## config.mk

```make
export PLATFORM = sky130hd
export DESIGN_NAME = alp_amp_device_flat
export DESIGN_NICKNAME = d
export VERILOG_FILES = /design/src/alp_pkg.sv /design/src/alp_link_if.sv /design/src/alp_amp_device.sv /design/src/flat_wrapper.sv
export SDC_FILE = /design/constraint.sdc
export NUM_CORES = 2
export LEC_CHECK = 0
export ABC_AREA = 0
export BUFFER_PORTS_ARGS = -buffer_cell sky130_fd_sc_hd__buf_2
export CORE_UTILIZATION = 25
export DETAILED_ROUTE_END_ITERATION = 8
export HOLD_SLACK_MARGIN = 0.05
export PLACE_DENSITY = 0.47
export SYNTH_ARGS = -nofsm -noshare
export SYNTH_HDL_FRONTEND = slang
export SYNTH_SLANG_ARGS = --single-unit
```

## constraint.sdc

```tcl
create_clock -name sys_clk -period 7.9 [get_ports sys_clk]
set_input_delay 0.395 -clock sys_clk [delete_from_list [all_inputs] [get_ports sys_clk]]
set_output_delay 0.395 -clock sys_clk [all_outputs]
set_load 0.01 [all_outputs]
```

## src/alp_pkg.sv

```systemverilog
package alp_pkg;
  localparam int CLK_HZ = 250_000_000;
  localparam real CLK_MHZ = 250.0;
  localparam int AUDIO_W = 16;
  localparam int SUPPLY_W = 13;
  localparam int MV_W = 16;
  localparam int INT_W = 20;
  localparam int MOD_SHIFT = 2;
  localparam int CLIP_HEAD_SHIFT = 3;
  // Full-scale output 5.91 V held in millivolts
  localparam int FS_OUT_MV = 5910;
  localparam int FRAC_SHIFT = 15;

  // Frame-rate watchdog limits
  localparam int UFP_HZ = 96_000;
  localparam int OFP_HZ = 1_031_000;
  localparam int PWM_PER_FS = 32;
  localparam int PER_W = 18;
  localparam logic [PER_W-1:0] UFP_PER_MAX = PER_W'(64'(CLK_HZ) * PWM_PER_FS / UFP_HZ);
  localparam logic [PER_W-1:0] OFP_PER_MIN = PER_W'(64'(CLK_HZ) * PWM_PER_FS / OFP_HZ);

  // Sample-rate select: family in low bits, octave above
  localparam int SRS_W = 4;
  localparam int SRS_FAM_LSB = 0;
  localparam int SRS_OCT_LSB = 2;
  localparam logic [1:0] FAM_8K = 2'h0;
  localparam logic [1:0] FAM_11K = 2'h1;
  localparam int PWM_HZ_8K = 256_000;
  localparam int PWM_HZ_11K = 352_800;
  localparam int PWM_HZ_12K = 384_000;
  localparam int DIV_W = 10;

  function automatic logic [DIV_W-1:0] pwm_div(input logic [1:0] fam);
    return (fam == FAM_8K) ? DIV_W'(CLK_HZ / PWM_HZ_8K) :
           (fam == FAM_11K) ? DIV_W'(CLK_HZ / PWM_HZ_11K) : DIV_W'(CLK_HZ / PWM_HZ_12K);
  endfunction

  // Recovery delays
  localparam real REC_SHORT_US = 4.5;
  localparam real OTP_MID_MS = 100.0;
  localparam real OTP_LONG_S = 1.0;
  localparam real OCP_MID_US = 27.5;
  localparam real OCP_LONG_MS = 10.0;
  localparam int REC_W = 28;
  localparam int REC_SHORT_CYC = int'($ceil(REC_SHORT_US * CLK_MHZ));
  localparam int OTP_MID_CYC_DEF = int'($ceil(OTP_MID_MS * 1000.0 * CLK_MHZ));
  localparam int OTP_LONG_CYC_DEF = int'($ceil(OTP_LONG_S * 1000000.0 * CLK_MHZ));
  localparam int OCP_MID_CYC_DEF = int'($ceil(OCP_MID_US * CLK_MHZ));
  localparam int OCP_LONG_CYC_DEF = int'($ceil(OCP_LONG_MS * 1000.0 * CLK_MHZ));
  typedef enum logic [1:0] {REC_NONE, REC_SHORT, REC_MID, REC_LONG} alp_recovery_t;

  // Limiter gain: 0.5 dB per code, 12 codes per halving
  localparam int GAIN_W = 8;
  localparam logic [GAIN_W-1:0] GAIN_CODE_MAX = 8'hF8;
  localparam logic [GAIN_W-1:0] GAIN_CODE_RST = 8'h00;
  localparam logic [GAIN_W-1:0] GAIN_STEPS_PER_6DB = 8'h0C;
  localparam int GAIN_FRAC_W = 16;

  function automatic logic [GAIN_FRAC_W-1:0] gain_frac(input logic [3:0] r);
    case (r)
      4'h0: return 16'h7FFF;
      4'h1: return 16'h78D7;
      4'h2: return 16'h7215;
      4'h3: return 16'h6BB3;
      4'h4: return 16'h65AD;
      4'h5: return 16'h5FFD;
      4'h6: return 16'h5A9E;
      4'h7: return 16'h558C;
      4'h8: return 16'h50C3;
      4'h9: return 16'h4C3F;
      4'hA: return 16'h47FB;
      default: return 16'h43F4;
    endcase
  endfunction

  localparam int BCR_W = 9;
  function automatic logic bitclk_ratio_ok(input logic pcm, input logic [BCR_W-1:0] n);
    if (pcm)
      return n inside {9'h010, 9'h020, 9'h030, 9'h040, 9'h060, 9'h080, 9'h0C0};
    return n inside {9'h020, 9'h040};
  endfunction

  // Status word bits
  localparam int ST_OTP = 0;
  localparam int ST_OCP = 1;
  localparam int ST_UFP = 2;
  localparam int ST_OFP = 3;
  localparam int ST_IBP = 4;
  localparam int ST_DRIVE = 5;
  localparam int ST_W = 6;

  // Controller register map (byte addresses)
  localparam int AVS_ADDR_W = 5;
  localparam logic [AVS_ADDR_W-1:0] REG_CTRL = 5'h00;
  localparam logic [AVS_ADDR_W-1:0] REG_GAIN = 5'h04;
  localparam logic [AVS_ADDR_W-1:0] REG_SAMPLE = 5'h08;
  localparam logic [AVS_ADDR_W-1:0] REG_FRAME = 5'h0C;
  localparam logic [AVS_ADDR_W-1:0] REG_CLEAR = 5'h10;
  localparam logic [AVS_ADDR_W-1:0] REG_STATUS = 5'h14;
  localparam int CTL_AMP = 0;
  localparam int CTL_CLIP = 1;
  localparam int CTL_PCM = 2;
  localparam int CTL_SRS_LSB = 4;
  localparam int CTL_OTP_LSB = 8;
  localparam int CTL_OCP_LSB = 10;
  localparam int CTL_W = 12;
  localparam logic [CTL_W-1:0] CTRL_RST = 12'h000;
  localparam int FRM_BITS_LSB = 0;
  localparam int FRM_HALF_LSB = 16;
  localparam logic [7:0] FRAME_BITS_RST = 8'h40;
  localparam logic [7:0] SCK_HALF_RST = 8'h14;
endpackage

```

## src/alp_link_if.sv

```systemverilog
`timescale 1ns/10ps
interface alp_link_if
  import alp_pkg::*;
();
  logic sck;
  logic ws;
  logic sd;
  logic amp_mode;
  logic clip_mode_select;
  logic pcm_format;
  logic [SRS_W-1:0] sample_rate_select;
  logic [GAIN_W-1:0] limiter_gain_code;
  alp_recovery_t otp_recovery;
  alp_recovery_t ocp_recovery;
  logic [1:0] fault_clear;
  logic [ST_W-1:0] status_flags;

  modport dev (
    input sck, ws, sd, amp_mode, clip_mode_select, pcm_format, sample_rate_select,
    input limiter_gain_code, otp_recovery, ocp_recovery, fault_clear,
    output status_flags
  );
  modport host (
    output sck, ws, sd, amp_mode, clip_mode_select, pcm_format, sample_rate_select,
    output limiter_gain_code, otp_recovery, ocp_recovery, fault_clear,
    input status_flags
  );
endinterface

```

## src/alp_amp_device.sv

```systemverilog
// Implementation choices: the placing of the registers and the Avalon-MM interface to the registers.
`timescale 1ns/10ps
// Notes on behaviour
// - Limiter acts only in amplifier mode
// - Limiter input is signed full-scale fraction
// - Output is input times gain times 5.91, supply-clamped
// - Gain attenuates 248 steps of 0.5 dB
// - Code 00h is 0 dB, default
// - Fourth-order modulator drives 3-level bridge outputs
// - Clip select 0 smooth, 1 maximum power
// - PWM rate 256/352.8/384 kHz by family
// - Over-temperature floats both output stages
// - Over-temperature clears by host or timer
// - No-recovery temperature fault cleared by off-amp cycle
// - Over-current floats the output stages
// - Over-current clears by host or timer
// - No-recovery current fault cleared by off-amp cycle
// - Too-slow input clock floats outputs
// - Under-frequency flag in status
// - Too-fast input clock floats outputs
// - Over-frequency flag in status
// - Bad bit-clock ratio cuts audio path
// - PCM ratios 16,32,48,64,96,128,192 only
// - I2S ratios 32 or 64 only
// - Under-frequency below 96 kHz, auto restart
// - Over-frequency above 1031 kHz, auto restart
module alp_amp_device
  import alp_pkg::*;
#(
  parameter int OTP_MID_CYC = OTP_MID_CYC_DEF,
  parameter int OTP_LONG_CYC = OTP_LONG_CYC_DEF,
  parameter int OCP_MID_CYC = OCP_MID_CYC_DEF,
  parameter int OCP_LONG_CYC = OCP_LONG_CYC_DEF
)
(
  input wire logic sys_clk,
  input wire logic rst_n,
  alp_link_if.dev link,
  input wire logic over_temp_alarm,
  input wire logic over_current_alarm,
  input wire logic [SUPPLY_W-1:0] power_stage_supply,
  output logic speaker_out_pos,
  output logic speaker_out_pos_oe,
  output logic speaker_out_neg,
  output logic speaker_out_neg_oe,
  output logic signed [MV_W-1:0] drive_level_mv
);
  logic [1:0] sck_sy, ws_sy, sd_sy, ot_sy, oc_sy;
  logic [SUPPLY_W-1:0] sup_sy0, sup_sy1;
  logic sck_d, ws_last, frame_seen;
  logic [4:0] bit_idx;
  logic [AUDIO_W-1:0] shift;
  logic signed [AUDIO_W-1:0] sample_in, y_r;
  logic [BCR_W-1:0] sck_cnt;
  logic [PER_W-1:0] per_cnt;
  logic low_freq_fault, high_freq_fault, bad_bitclock_ratio_fault;
  logic [1:0] hw_flag;
  logic [REC_W-1:0] rec_timer [2];
  logic amp_prev;
  logic [DIV_W-1:0] div_cnt;
  logic signed [INT_W-1:0] i1, i2, i3, i4;
  // Pin inputs pass two flops before any logic
  always_ff @(posedge sys_clk or negedge rst_n)
  begin
    if (!rst_n)
    begin
      sck_sy <= '0;
      ws_sy <= '0;
      sd_sy <= '0;
      ot_sy <= '0;
      oc_sy <= '0;
      sup_sy0 <= '0;
      sup_sy1 <= '0;
      sck_d <= 1'b0;
    end
    else
    begin
      sck_sy <= {sck_sy[0], link.sck};
      ws_sy <= {ws_sy[0], link.ws};
      sd_sy <= {sd_sy[0], link.sd};
      ot_sy <= {ot_sy[0], over_temp_alarm};
      oc_sy <= {oc_sy[0], over_current_alarm};
      sup_sy0 <= power_stage_supply;
      sup_sy1 <= sup_sy0;
      sck_d <= sck_sy[1];
    end
  end
  wire sck_rise = sck_sy[1] & ~sck_d;
  wire ws_rise = sck_rise & ws_sy[1] & ~ws_last;
  wire ws_fall = sck_rise & ~ws_sy[1] & ws_last;
  wire ch_start = link.pcm_format ? ws_rise : ws_fall;
  // I2S data lags its word-select edge by one bit clock
  wire [4:0] data_ofs = link.pcm_format ? 5'h00 : 5'h01;
  wire [4:0] bit_pos = ch_start ? 5'h00 : bit_idx;
  wire in_word = (bit_pos >= data_ofs) && (bit_pos < data_ofs + 5'(AUDIO_W));
  wire word_last = bit_pos == data_ofs + 5'(AUDIO_W - 1);
  wire [1:0] oct = link.sample_rate_select[SRS_OCT_LSB +: 2];
  wire [PER_W-1:0] ufp_lim = UFP_PER_MAX >> oct;
  wire [PER_W-1:0] ofp_lim = OFP_PER_MIN >> oct;
  always_ff @(posedge sys_clk or negedge rst_n)
  begin
    if (!rst_n)
    begin
      // Word select idles high, so reset must not fake a frame edge
      ws_last <= 1'b1;
      bit_idx <= '1;
      shift <= '0;
      sample_in <= '0;
    end
    else if (sck_rise)
    begin
      ws_last <= ws_sy[1];
      bit_idx <= (bit_pos == '1) ? bit_pos : bit_pos + 5'h01;
      if (in_word)
        shift <= {shift[AUDIO_W-2:0], sd_sy[1]};
      if (in_word && word_last)
        sample_in <= {shift[AUDIO_W-2:0], sd_sy[1]};
    end
  end
  // Frame checks: bit clocks per frame and frame period in system clocks
  always_ff @(posedge sys_clk or negedge rst_n)
  begin
    if (!rst_n)
    begin
      sck_cnt <= '0;
      per_cnt <= '0;
      frame_seen <= 1'b0;
      low_freq_fault <= 1'b0;
      high_freq_fault <= 1'b0;
      bad_bitclock_ratio_fault <= 1'b0;
    end
    else
    begin
      per_cnt <= (ws_rise) ? PER_W'(1) : ((per_cnt == '1) ? per_cnt : per_cnt + PER_W'(1));
      if (ws_rise)
      begin
        sck_cnt <= BCR_W'(1);
        frame_seen <= 1'b1;
        if (frame_seen)
        begin
          bad_bitclock_ratio_fault <= ~bitclk_ratio_ok(link.pcm_format, sck_cnt);
          low_freq_fault <= per_cnt > ufp_lim;
          high_freq_fault <= per_cnt < ofp_lim;
        end
      end
      else
      begin
        if (sck_rise && sck_cnt != '1)
          sck_cnt <= sck_cnt + BCR_W'(1);
        // Stalled frame clock trips before the next edge arrives
        if (per_cnt > ufp_lim)
          {low_freq_fault, high_freq_fault} <= 2'b10;
      end
    end
  end
  // Temperature and current faults: index 0 temperature, 1 current
  wire [1:0] hw_cond = {oc_sy[1], ot_sy[1]};
  wire amp_restart = link.amp_mode & ~amp_prev;
  alp_recovery_t rec_sel [2];
  assign rec_sel[0] = link.otp_recovery;
  assign rec_sel[1] = link.ocp_recovery;
  function automatic logic [REC_W-1:0] rec_limit(input int k, input alp_recovery_t sel);
    if (sel == REC_SHORT)
      return REC_W'(REC_SHORT_CYC);
    if (sel == REC_MID)
      return REC_W'((k == 0) ? OTP_MID_CYC : OCP_MID_CYC);
    return REC_W'((k == 0) ? OTP_LONG_CYC : OCP_LONG_CYC);
  endfunction
  for (genvar k = 0; k < 2; k++)
  begin : g_hard_fault
    wire released = ~hw_cond[k];
    wire timed = rec_sel[k] != REC_NONE;
    wire t_done = timed && rec_timer[k] >= rec_limit(k, rec_sel[k]) - REC_W'(1);
    wire clear = released & (link.fault_clear[k] | t_done | (~timed & amp_restart));
    always_ff @(posedge sys_clk or negedge rst_n)
    begin
      if (!rst_n)
      begin
        hw_flag[k] <= 1'b0;
        rec_timer[k] <= '0;
      end
      else
      begin
        hw_flag[k] <= hw_cond[k] | (hw_flag[k] & ~clear);
        rec_timer[k] <= (hw_flag[k] && released && timed && !t_done) ? rec_timer[k] + REC_W'(1) : '0;
      end
    end
  end
  wire any_fault = |hw_flag | low_freq_fault | high_freq_fault | bad_bitclock_ratio_fault;
  wire drive_en = link.amp_mode & ~any_fault;
  wire path_ok = link.amp_mode & ~bad_bitclock_ratio_fault;
  // Limiter: split code into whole halvings and a fine fraction
  wire signed [AUDIO_W-1:0] x_in = path_ok ? sample_in : '0;
  wire [GAIN_W-1:0] code_c = (link.limiter_gain_code > GAIN_CODE_MAX) ? GAIN_CODE_MAX : link.limiter_gain_code;
  wire [GAIN_W-1:0] coarse = code_c / GAIN_STEPS_PER_6DB;
  wire [GAIN_W-1:0] fine = code_c % GAIN_STEPS_PER_6DB;
  wire signed [AUDIO_W+GAIN_FRAC_W:0] prod = x_in * $signed({1'b0, gain_frac(fine[3:0])});
  wire signed [AUDIO_W+GAIN_FRAC_W:0] scaled = prod >>> (FRAC_SHIFT + int'(coarse));
  wire signed [AUDIO_W+14:0] vprod = y_r * $signed(15'(FS_OUT_MV));
  wire signed [MV_W-1:0] v_mv = vprod[FRAC_SHIFT +: MV_W];
  // Smooth clipping trades peak swing for modulator headroom
  wire [SUPPLY_W-1:0] ceil_u = link.clip_mode_select ? sup_sy1 : sup_sy1 - (sup_sy1 >> CLIP_HEAD_SHIFT);
  wire signed [MV_W-1:0] ceil_mv = $signed({3'b000, ceil_u});
  wire signed [MV_W-1:0] sat_mv = (v_mv > ceil_mv) ? ceil_mv : ((v_mv < -ceil_mv) ? -ceil_mv : v_mv);
  always_ff @(posedge sys_clk or negedge rst_n)
  begin
    if (!rst_n)
    begin
      y_r <= '0;
      drive_level_mv <= '0;
      amp_prev <= 1'b0;
    end
    else
    begin
      y_r <= scaled[AUDIO_W-1:0];
      drive_level_mv <= link.amp_mode ? sat_mv : '0;
      amp_prev <= link.amp_mode;
    end
  end
  // Modulator runs at the PWM rate of the selected family
  wire [DIV_W-1:0] div_top = pwm_div(link.sample_rate_select[SRS_FAM_LSB +: 2]) - DIV_W'(1);
  wire pwm_tick = div_cnt >= div_top;
  wire signed [INT_W-1:0] sup = $signed(INT_W'(sup_sy1));
  wire signed [INT_W-1:0] u = INT_W'(drive_level_mv);
  wire signed [INT_W-1:0] fb = speaker_out_pos ? sup : (speaker_out_neg ? -sup : '0);
  wire signed [INT_W+1:0] sum_ff = i1 + i2 + i3 + i4;
  wire signed [INT_W+1:0] thr = $signed((INT_W+2)'(sup_sy1 >> 1));
  function automatic logic signed [INT_W-1:0] sat_int(input logic signed [INT_W+1:0] s);
    if (s > $signed((INT_W+2)'({1'b0, {(INT_W-1){1'b1}}})))
      return {1'b0, {(INT_W-1){1'b1}}};
    if (s < -$signed((INT_W+2)'({1'b0, {(INT_W-1){1'b1}}})))
      return {1'b1, {(INT_W-2){1'b0}}, 1'b1};
    return s[INT_W-1:0];
  endfunction
  always_ff @(posedge sys_clk or negedge rst_n)
  begin
    if (!rst_n)
    begin
      div_cnt <= '0;
      {i1, i2, i3, i4} <= '0;
      speaker_out_pos <= 1'b0;
      speaker_out_neg <= 1'b0;
      speaker_out_pos_oe <= 1'b0;
      speaker_out_neg_oe <= 1'b0;
      link.status_flags <= '0;
    end
    else
    begin
      div_cnt <= pwm_tick ? '0 : div_cnt + DIV_W'(1);
      speaker_out_pos_oe <= drive_en;
      speaker_out_neg_oe <= drive_en;
      if (!drive_en)
      begin
        {i1, i2, i3, i4} <= '0;
        speaker_out_pos <= 1'b0;
        speaker_out_neg <= 1'b0;
      end
      else if (pwm_tick)
      begin
        i1 <= sat_int(i1 + u - fb);
        i2 <= sat_int(i2 + (i1 >>> MOD_SHIFT));
        i3 <= sat_int(i3 + (i2 >>> MOD_SHIFT));
        i4 <= sat_int(i4 + (i3 >>> MOD_SHIFT));
        speaker_out_pos <= sum_ff > thr;
        speaker_out_neg <= sum_ff < -thr;
      end
      link.status_flags <= {drive_en, bad_bitclock_ratio_fault, high_freq_fault, low_freq_fault,
                            hw_flag[1], hw_flag[0]};
    end
  end
endmodule // alp_amp_device

```

## src/flat_wrapper.sv

```systemverilog
// flat-port wrapper written by rule: the top's interface ports become plain ports
module alp_amp_device_flat import alp_pkg::*;
#(
  parameter int OTP_MID_CYC = OTP_MID_CYC_DEF,
  parameter int OTP_LONG_CYC = OTP_LONG_CYC_DEF,
  parameter int OCP_MID_CYC = OCP_MID_CYC_DEF,
  parameter int OCP_LONG_CYC = OCP_LONG_CYC_DEF
)
  (sys_clk, rst_n, over_temp_alarm, over_current_alarm, power_stage_supply, speaker_out_pos, speaker_out_pos_oe, speaker_out_neg, speaker_out_neg_oe, drive_level_mv, link_sck, link_ws, link_sd, link_amp_mode, link_clip_mode_select, link_pcm_format, link_sample_rate_select, link_limiter_gain_code, link_otp_recovery, link_ocp_recovery, link_fault_clear, link_status_flags);
  alp_link_if link_i ();
  input wire logic sys_clk;
  input wire logic rst_n;
  input wire logic over_temp_alarm;
  input wire logic over_current_alarm;
  input wire logic [SUPPLY_W-1:0] power_stage_supply;
  output logic speaker_out_pos;
  output logic speaker_out_pos_oe;
  output logic speaker_out_neg;
  output logic speaker_out_neg_oe;
  output logic signed [MV_W-1:0] drive_level_mv;
  input wire logic [$bits(link_i.sck)-1:0] link_sck;
  input wire logic [$bits(link_i.ws)-1:0] link_ws;
  input wire logic [$bits(link_i.sd)-1:0] link_sd;
  input wire logic [$bits(link_i.amp_mode)-1:0] link_amp_mode;
  input wire logic [$bits(link_i.clip_mode_select)-1:0] link_clip_mode_select;
  input wire logic [$bits(link_i.pcm_format)-1:0] link_pcm_format;
  input wire logic [$bits(link_i.sample_rate_select)-1:0] link_sample_rate_select;
  input wire logic [$bits(link_i.limiter_gain_code)-1:0] link_limiter_gain_code;
  input wire logic [$bits(link_i.otp_recovery)-1:0] link_otp_recovery;
  input wire logic [$bits(link_i.ocp_recovery)-1:0] link_ocp_recovery;
  input wire logic [$bits(link_i.fault_clear)-1:0] link_fault_clear;
  output wire logic [$bits(link_i.status_flags)-1:0] link_status_flags;
  assign link_i.sck = link_sck;
  assign link_i.ws = link_ws;
  assign link_i.sd = link_sd;
  assign link_i.amp_mode = link_amp_mode;
  assign link_i.clip_mode_select = link_clip_mode_select;
  assign link_i.pcm_format = link_pcm_format;
  assign link_i.sample_rate_select = link_sample_rate_select;
  assign link_i.limiter_gain_code = link_limiter_gain_code;
  assign link_i.otp_recovery = link_otp_recovery;
  assign link_i.ocp_recovery = link_ocp_recovery;
  assign link_i.fault_clear = link_fault_clear;
  assign link_status_flags = link_i.status_flags;
  alp_amp_device #(.OTP_MID_CYC(OTP_MID_CYC), .OTP_LONG_CYC(OTP_LONG_CYC), .OCP_MID_CYC(OCP_MID_CYC), .OCP_LONG_CYC(OCP_LONG_CYC)) u_core (.sys_clk(sys_clk), .rst_n(rst_n), .link(link_i), .over_temp_alarm(over_temp_alarm), .over_current_alarm(over_current_alarm), .power_stage_supply(power_stage_supply), .speaker_out_pos(speaker_out_pos), .speaker_out_pos_oe(speaker_out_pos_oe), .speaker_out_neg(speaker_out_neg), .speaker_out_neg_oe(speaker_out_neg_oe), .drive_level_mv(drive_level_mv));
endmodule
```

Yosys cells after proc, flatten, opt, wreduce, memory -nomap -nowiden
Memories as Yosys holds them, arrays and structs flattened. Index checks and enable logic that the tools add are counted.

Logic and storage cells: 270. Output and inout port bits: 26. Latch bits: 0. RAM bits: 0. Input bits: 41. Memory bits (read-only): 224. Memories: 1. Register bits after elaboration: 295.

Eq/ne operators: 19. Multiply operators: 2. Reductions and logical operators: 25. Div/mod/pow operators: 2. Bitwise gates (word level): 36. Add/sub/neg operators: 24. $lt $le $gt $ge: 20. Shift-type cells: 3. Muxes and demuxes: 104.

Memories: (name not given) (depth 16, bits a word 14, read ports 1, clocked after Yosys merged registers in 0, write ports 0, line alp_pkg.sv:60) `case (r)`.

Operator list (count): 20-bit 2-to-1 mux (26); 28-bit 2-to-1 mux (10); 22-bit by 20-bit greater-than comparator with 1-bit output, second input constant (4); 22-bit by 20-bit less-than comparator with 1-bit output, second input constant (4); 16-bit 2-to-1 mux (4); 20-bit by 18-bit adder with 21-bit output (3); 28-bit by 1-bit adder with 28-bit output, second input constant (2); 28-bit >= comparator (2); 28-bit by 1-bit subtractor with 28-bit output, second input constant (2); 1-bit 2-to-1 mux (53); 18-bit 2-to-1 mux (2); 16-bit by 17-bit multiplier with 33-bit output (1); 33-bit by 32-bit >>> shifter with 16-bit output (1); 16-bit by 13-bit multiplier with 29-bit output, second input constant (1); 21-bit by 20-bit adder with 22-bit output (1); 22-bit by 20-bit adder with 22-bit output (1); 22-bit by 13-bit greater-than comparator with 1-bit output (1); 22-bit less-than comparator (1); 12-bit negation with 22-bit output (1); 21-bit by 20-bit subtractor with 22-bit output (1); 20-bit by 16-bit adder with 21-bit output (1); 20-bit by 20-bit adder with 21-bit output (1); 10-bit 2-to-1 mux (2); 13-bit negation with 20-bit output (1); 49 further kinds (109).

Longest topological paths before layout
Depth in word-level cells: 15. Mapped depth: 38. Depth with buffers taken out: 33.

Least setup slack after synthesis
No wires, ideal clock.

Path kind: in2reg. Start point: in link_limiter_gain_code[6]. End point: reg u_core.y_r[1]. Required time: 7.782 ns. Setup slack: -1.267 ns. Cell stages on the path: 30. Arrival time: 9.049 ns. Cells stage by stage: clkbuf_1 -> clkbuf_1 -> or3b_2 -> o211ai_1 -> a311oi_1 -> o221ai_1 -> clkbuf_1 -> nor2_1 -> a221oi_1 -> nand2_1 -> fa_1 -> inv_1 -> fa_1 -> fa_1 -> fa_1 -> fa_1 -> inv_1 -> fa_1 -> inv_1 -> ha_1 -> a21o_1 -> a2111oi_0 -> a31oi_1 -> a21o_1 -> a21oi_1 -> xnor2_1 -> mux4_2 -> mux2_2 -> a211o_1 -> a21o_1.

Word-level cells in the longest chain between the ends: 6. Elaborated cells on any way between the ends: 8. Classes of those cells: add/sub: 1; mul: 1; div: 2; order compare: 1; shift: 1; mux: 1; memory: 1.

Ends and longest elaborated chain: start, declared (line flat_wrapper.sv:28) `input wire logic [$bits(link_i.limiter_gain_code)-1:0] link_limiter_gain_code;`; 8-bit greater-than comparator (line alp_amp_device.sv:194) `wire [GAIN_W-1:0] code_c = (link.limiter_gain_code > GAIN_CODE_MAX) ? GAIN_CODE_MAX : link.limiter_gain_code;`; 8-bit 2-to-1 mux * (line alp_amp_device.sv:194); 8-bit by 4-bit modulo with 8-bit output (line alp_amp_device.sv:196) `wire [GAIN_W-1:0] fine = code_c % GAIN_STEPS_PER_6DB;`; memory read 16 x 14 bit; 16-bit by 17-bit multiplier with 33-bit output (line alp_amp_device.sv:197) `wire signed [AUDIO_W+GAIN_FRAC_W:0] prod = x_in * $signed({1'b0, gain_frac(fine[3:0])});`; 33-bit by 32-bit >>> shifter with 16-bit output * (line alp_amp_device.sv:198) `wire signed [AUDIO_W+GAIN_FRAC_W:0] scaled = prod >>> (FRAC_SHIFT + int'(coarse));`; named net u_core.scaled[1] (line alp_amp_device.sv:198); end signal, assigned (line alp_amp_device.sv:215) `y_r <= scaled[AUDIO_W-1:0];`; end, declared (line alp_amp_device.sv:53) `logic signed [AUDIO_W-1:0] sample_in, y_r;`.

The timed path passes the listed nets; every way through them passes the cells marked *. A chain may end at the register's enable or synchronous reset.

Worst setup path after layout
Start point: in link_limiter_gain_code[4]. End point: reg u_core.y_r[0].

The elaborated chain is that of the path after synthesis.

==> run summary <==
The non-filler instance count after layout came out at 6726. The first global-routing pass estimated around 180 mm of wire. The worst hold path depth came out at 4. The dominant register cell in the synthesized netlist is sky130_fd_sc_hd__dfrtp_1.

The number of cell instances on the worst register-to-register path is 27. Routability-driven placement finished with a final weighted congestion of 0.8825. The startpoint of the lowest-slack register-to-register path is u_core.bad_bitclock_ratio_fault. The multi-input logic area is 0.02902 sq mm. For this run the aggregate overflow at the end of global routing stands at 0. The detailed-placement wirelength estimate came out at 91.61 mm.

From left edge to right edge, the die measures 392.7 um. The final critical delay including setup and external delays came out at 7693 ps. The path with the worst hold slack has its endpoint at u_core.hw_flag[1]. The starting density of the core came out at 25.15%.

The clock transition at the registers of the reported paths came out at 60 ps. The post-place setup slack came out at -706.7 ps. The area growth from synthesis to layout is 20.85%. The peak clock frequency supported by timing is 130.0 MHz.

The via count of the first global-routing pass is approximately 32000. The H-tree generated during clock tree synthesis spans 2 levels. The total power consumption of the routed design is 11.94 mW. The count of nets left with antenna violations once routing finished came out at 0. The slew of the pin with the lowest slew margin came out at between 1000 and 1500 ps. The number of remaining DRC errors is 0.

The run finished with clean final reports. Global routing used approximately 15% of the available tracks. TritonCTS built the clock tree.

Counting stages on the worst path, the most repeated cell is sky130_fd_sc_hd__fa_1. Clock tree synthesis inserted a total of 39 buffers. The flip-flop and latch area came out at 0.007366 sq mm.

The count of boundary I/O pins is 67. For this design the static power due to leakage is 22.72 nW. The height of the chip is 392.7 um. The worst stage delay on the critical path came out at about 500 ps.

STA classifies the critical path startpoint as a primary input. The longest clock path from root to sink contains 3 buffers. The final wirelength is 112.8 mm. The number of input and output port buffers inserted came out at 66.

Clock tree synthesis selected as its root buffer the cell sky130_fd_sc_hd__clkbuf_16. On the critical path, the stage with the largest delay is an instance of sky130_fd_sc_hd__fa_1. The number of DRC markers after the initial detailed-route iteration is 1927. The final worst-path setup slack came out at 207.1 ps. The count of synthesis-stage warnings from yosys is 0. The average wire length per cell after detail routing came out at 16.77 um. For this block, the via count after detailed routing is approximately 32000. Along the worst path, the maximum fanout reaches 10.

The final-stage net count came out at approximately 5500. Leaving out fill and tap cells, the most frequent cell in the layout is sky130_fd_sc_hd__inv_1. The number of clock sinks came out at 294.

The maximum number of pins on one net before global-route repair is 68. The count of pins over their slew limit came out at 0. The endpoint identified for the worst register-to-register timing path is u_core.y_r[0]. The worst hold path class is primary input to register.

The worst-case register-to-register setup slack is 500 ps. The highest ir drop seen on vdd is 351.3 uV. The die covers 0.1542 sq mm. The initial antenna violation count was 3. The final count of negative-setup-slack endpoints is 0. The fraction of the yosys area taken by sequential cells came out at 19.30%. The synthesized netlist contains 96 unique library cells. The placed instance count is 6604. The count of flip-flops with a built-in enable after synthesis is 0. Setup repair after global routing could not meet its margin everywhere. STA classifies the critical path endpoint as a register. For this design the ratio of total power to cell area is 258.9 mW/mm^2. After filler insertion, the fill cell instance count of the layout stands at 16090. The worst pin sits at a relative slew slack of 16.92%.

The number of synthesized register bits is 294. The floorplan row count came out at 143. With fillers left out, the area of the finished cells amounts to about 0.046 sq mm. The start point of the worst hold path is link_fault_clear[1]. The post-detailed-route via-to-cell ratio came out at 4.749. The synthesized area per cell is 8.818 sq um. The library cells used most frequently in the layout, excluding fill and tap cells, are 588 x sky130_fd_sc_hd__inv_1, 479 x sky130_fd_sc_hd__ha_1, 325 x sky130_fd_sc_hd__nand2_1. The number of maximum-capacitance violations is 0. The hold violation total from the final report came to 0. Synthesis produced 4328 cells. Data arrives at the worst endpoint at between 8000 and 9000 ps.

The cell area after synthesis is 0.03816 sq mm. The length of the first detailed-routing pass in iterations is 6. The latest clock arrival within the worst-skew pair is 610 ps.

The worst setup path is of the primary input to register kind. Of the cells placed in the final design, the portion with a size suffix greater than 1 is 15.98%. For the worst setup path, the data required time is 8390 ps.

The setup skew after layout came out at roughly 30 ps. In the synthesized netlist the async set-or-reset flop fraction comes to 100.0%. In this run the standard cell core region covers 0.1517 sq mm. The post-route clock period utilization is 97.38%.

The placed instances occupy a cell area of roughly 0.044 sq mm.
-- timing repair --
action,4_1_cts,5_1_grt
cloned,0,2
endpoints found under the setup margin,1,25
hold buffers,20,0
resized for setup,2,172
endpoints found under the hold margin,82,0
buffers inserted,0,28
pin swaps,0,71
-- kinds of logic after synthesis --
group,count (synthesis),share of synthesized area (%)
simple gates,1224,15.61
compound gates,913,16.75
fa+ha+maj,807,32.58
buf+inv,759,7.504
flops,294,19.30
xor+xnor,234,5.370
mux,95,2.869
other cells,2,0.01968
-- worst max-delay path by stage --
stage,from,end,depth (start not counted)
after floorplan,link_limiter_gain_code[6],u_core.y_r[1],31
after global placement,link_limiter_gain_code[7],u_core.y_r[4],34
after detailed placement,link_limiter_gain_code[7],u_core.y_r[4],35
after CTS,link_limiter_gain_code[7],u_core.y_r[4],34
after global routing,link_limiter_gain_code[4],u_core.y_r[0],32
final,link_limiter_gain_code[4],u_core.y_r[0],32
-- layer usage --
metal / vias to the layer above / wire length [um] / share of wire [%] / global-route usage (%)
li1: 15660 / - / - / -
met1: 15480 / 53720 / 48 / 20.28
met2: 653 / 50070 / 44 / 23.00
met3: 140 / 5917 / 5.2 / 2.621
met4: 6 / 3040 / 2.7 / 4.273
met5: - / 43 / 0.038 / 0
-- cell usage after synthesis (45+ instances only) --
| cell type | n | area (sq um) |
|---|---|---|
| sky130_fd_sc_hd__and2_1 | 58 | 362.9 |
| sky130_fd_sc_hd__nor3_1 | 94 | 470.5 |
| sky130_fd_sc_hd__xnor2_1 | 134 | 1174 |
| sky130_fd_sc_hd__a21oi_1 | 187 | 935.9 |
| sky130_fd_sc_hd__clkbuf_1 | 143 | 536.8 |
| sky130_fd_sc_hd__fa_1 | 312 | 6246 |
| sky130_fd_sc_hd__inv_1 | 599 | 2248 |
| sky130_fd_sc_hd__ha_1 | 493 | 6168 |
| sky130_fd_sc_hd__xor2_1 | 100 | 875.8 |
| sky130_fd_sc_hd__dfrtp_1 | 288 | 7207 |
| sky130_fd_sc_hd__a31oi_1 | 48 | 300.3 |
| sky130_fd_sc_hd__nand2_1 | 339 | 1272 |
| sky130_fd_sc_hd__and3_1 | 52 | 325.3 |
| sky130_fd_sc_hd__mux2_2 | 45 | 506.7 |
| sky130_fd_sc_hd__a21o_1 | 104 | 780.8 |
| sky130_fd_sc_hd__o21ai_0 | 131 | 655.6 |
| sky130_fd_sc_hd__a221o_1 | 48 | 480.5 |
| sky130_fd_sc_hd__nand3_1 | 84 | 420.4 |
| sky130_fd_sc_hd__nor2_1 | 323 | 1212 |
-- stage by stage --
stage / utilization, % / hold slack [ps] / TNS (ps)
6_report: 30.40 / 131.6 / 0
4_1_cts: 29.76 / 75.93 / 0
3_3_place_gp: 28.77 / 332.8 / -7715
5_1_grt: 30.39 / 133.1 / -275.0
2_1_floorplan: - / 99.41 / -266.3
3_5_place_dp: 28.77 / 339.6 / -8918
-- critical path: cells and delay by family --
kind	cells	cell delay [ps]
mux	2	550
compound gates	10	2360
buf+inv	8	860
fa+ha+maj	7	2940
simple gates	5	1060
-- sequential cells by signal, indices dropped and copies added, names as in the netlist, 16 cells and up --
register / count
u_core.rec_timer: 56
u_core.i1: 20
u_core.i2: 20
u_core.i3: 20
u_core.i4: 20
u_core.per_cnt: 18
u_core.drive_level_mv: 16
u_core.sample_in: 16
u_core.y_r: 16
-- power breakdown --
group	switching [mW]	leakage (nW)	internal, mW
Sequential	0.236	3.87	1.71
Combinational	4.61	18.2	3.54
Clock	0.757	0.639	1.09
Total	5.60	22.7	6.34
-- layout make-up --
cell class,instances,share of cell area [%]
Sequential cell,294,15.97
Clock buffer,55,2.423
Antenna cell,4,0.02170
Timing Repair Buffer,439,7.829
Tap cell,2030,5.507
Multi-Input combinational cell,3284,62.92
Clock inverter,15,0.3852
Inverter,605,4.943
(Power assumes the default switching activity.)
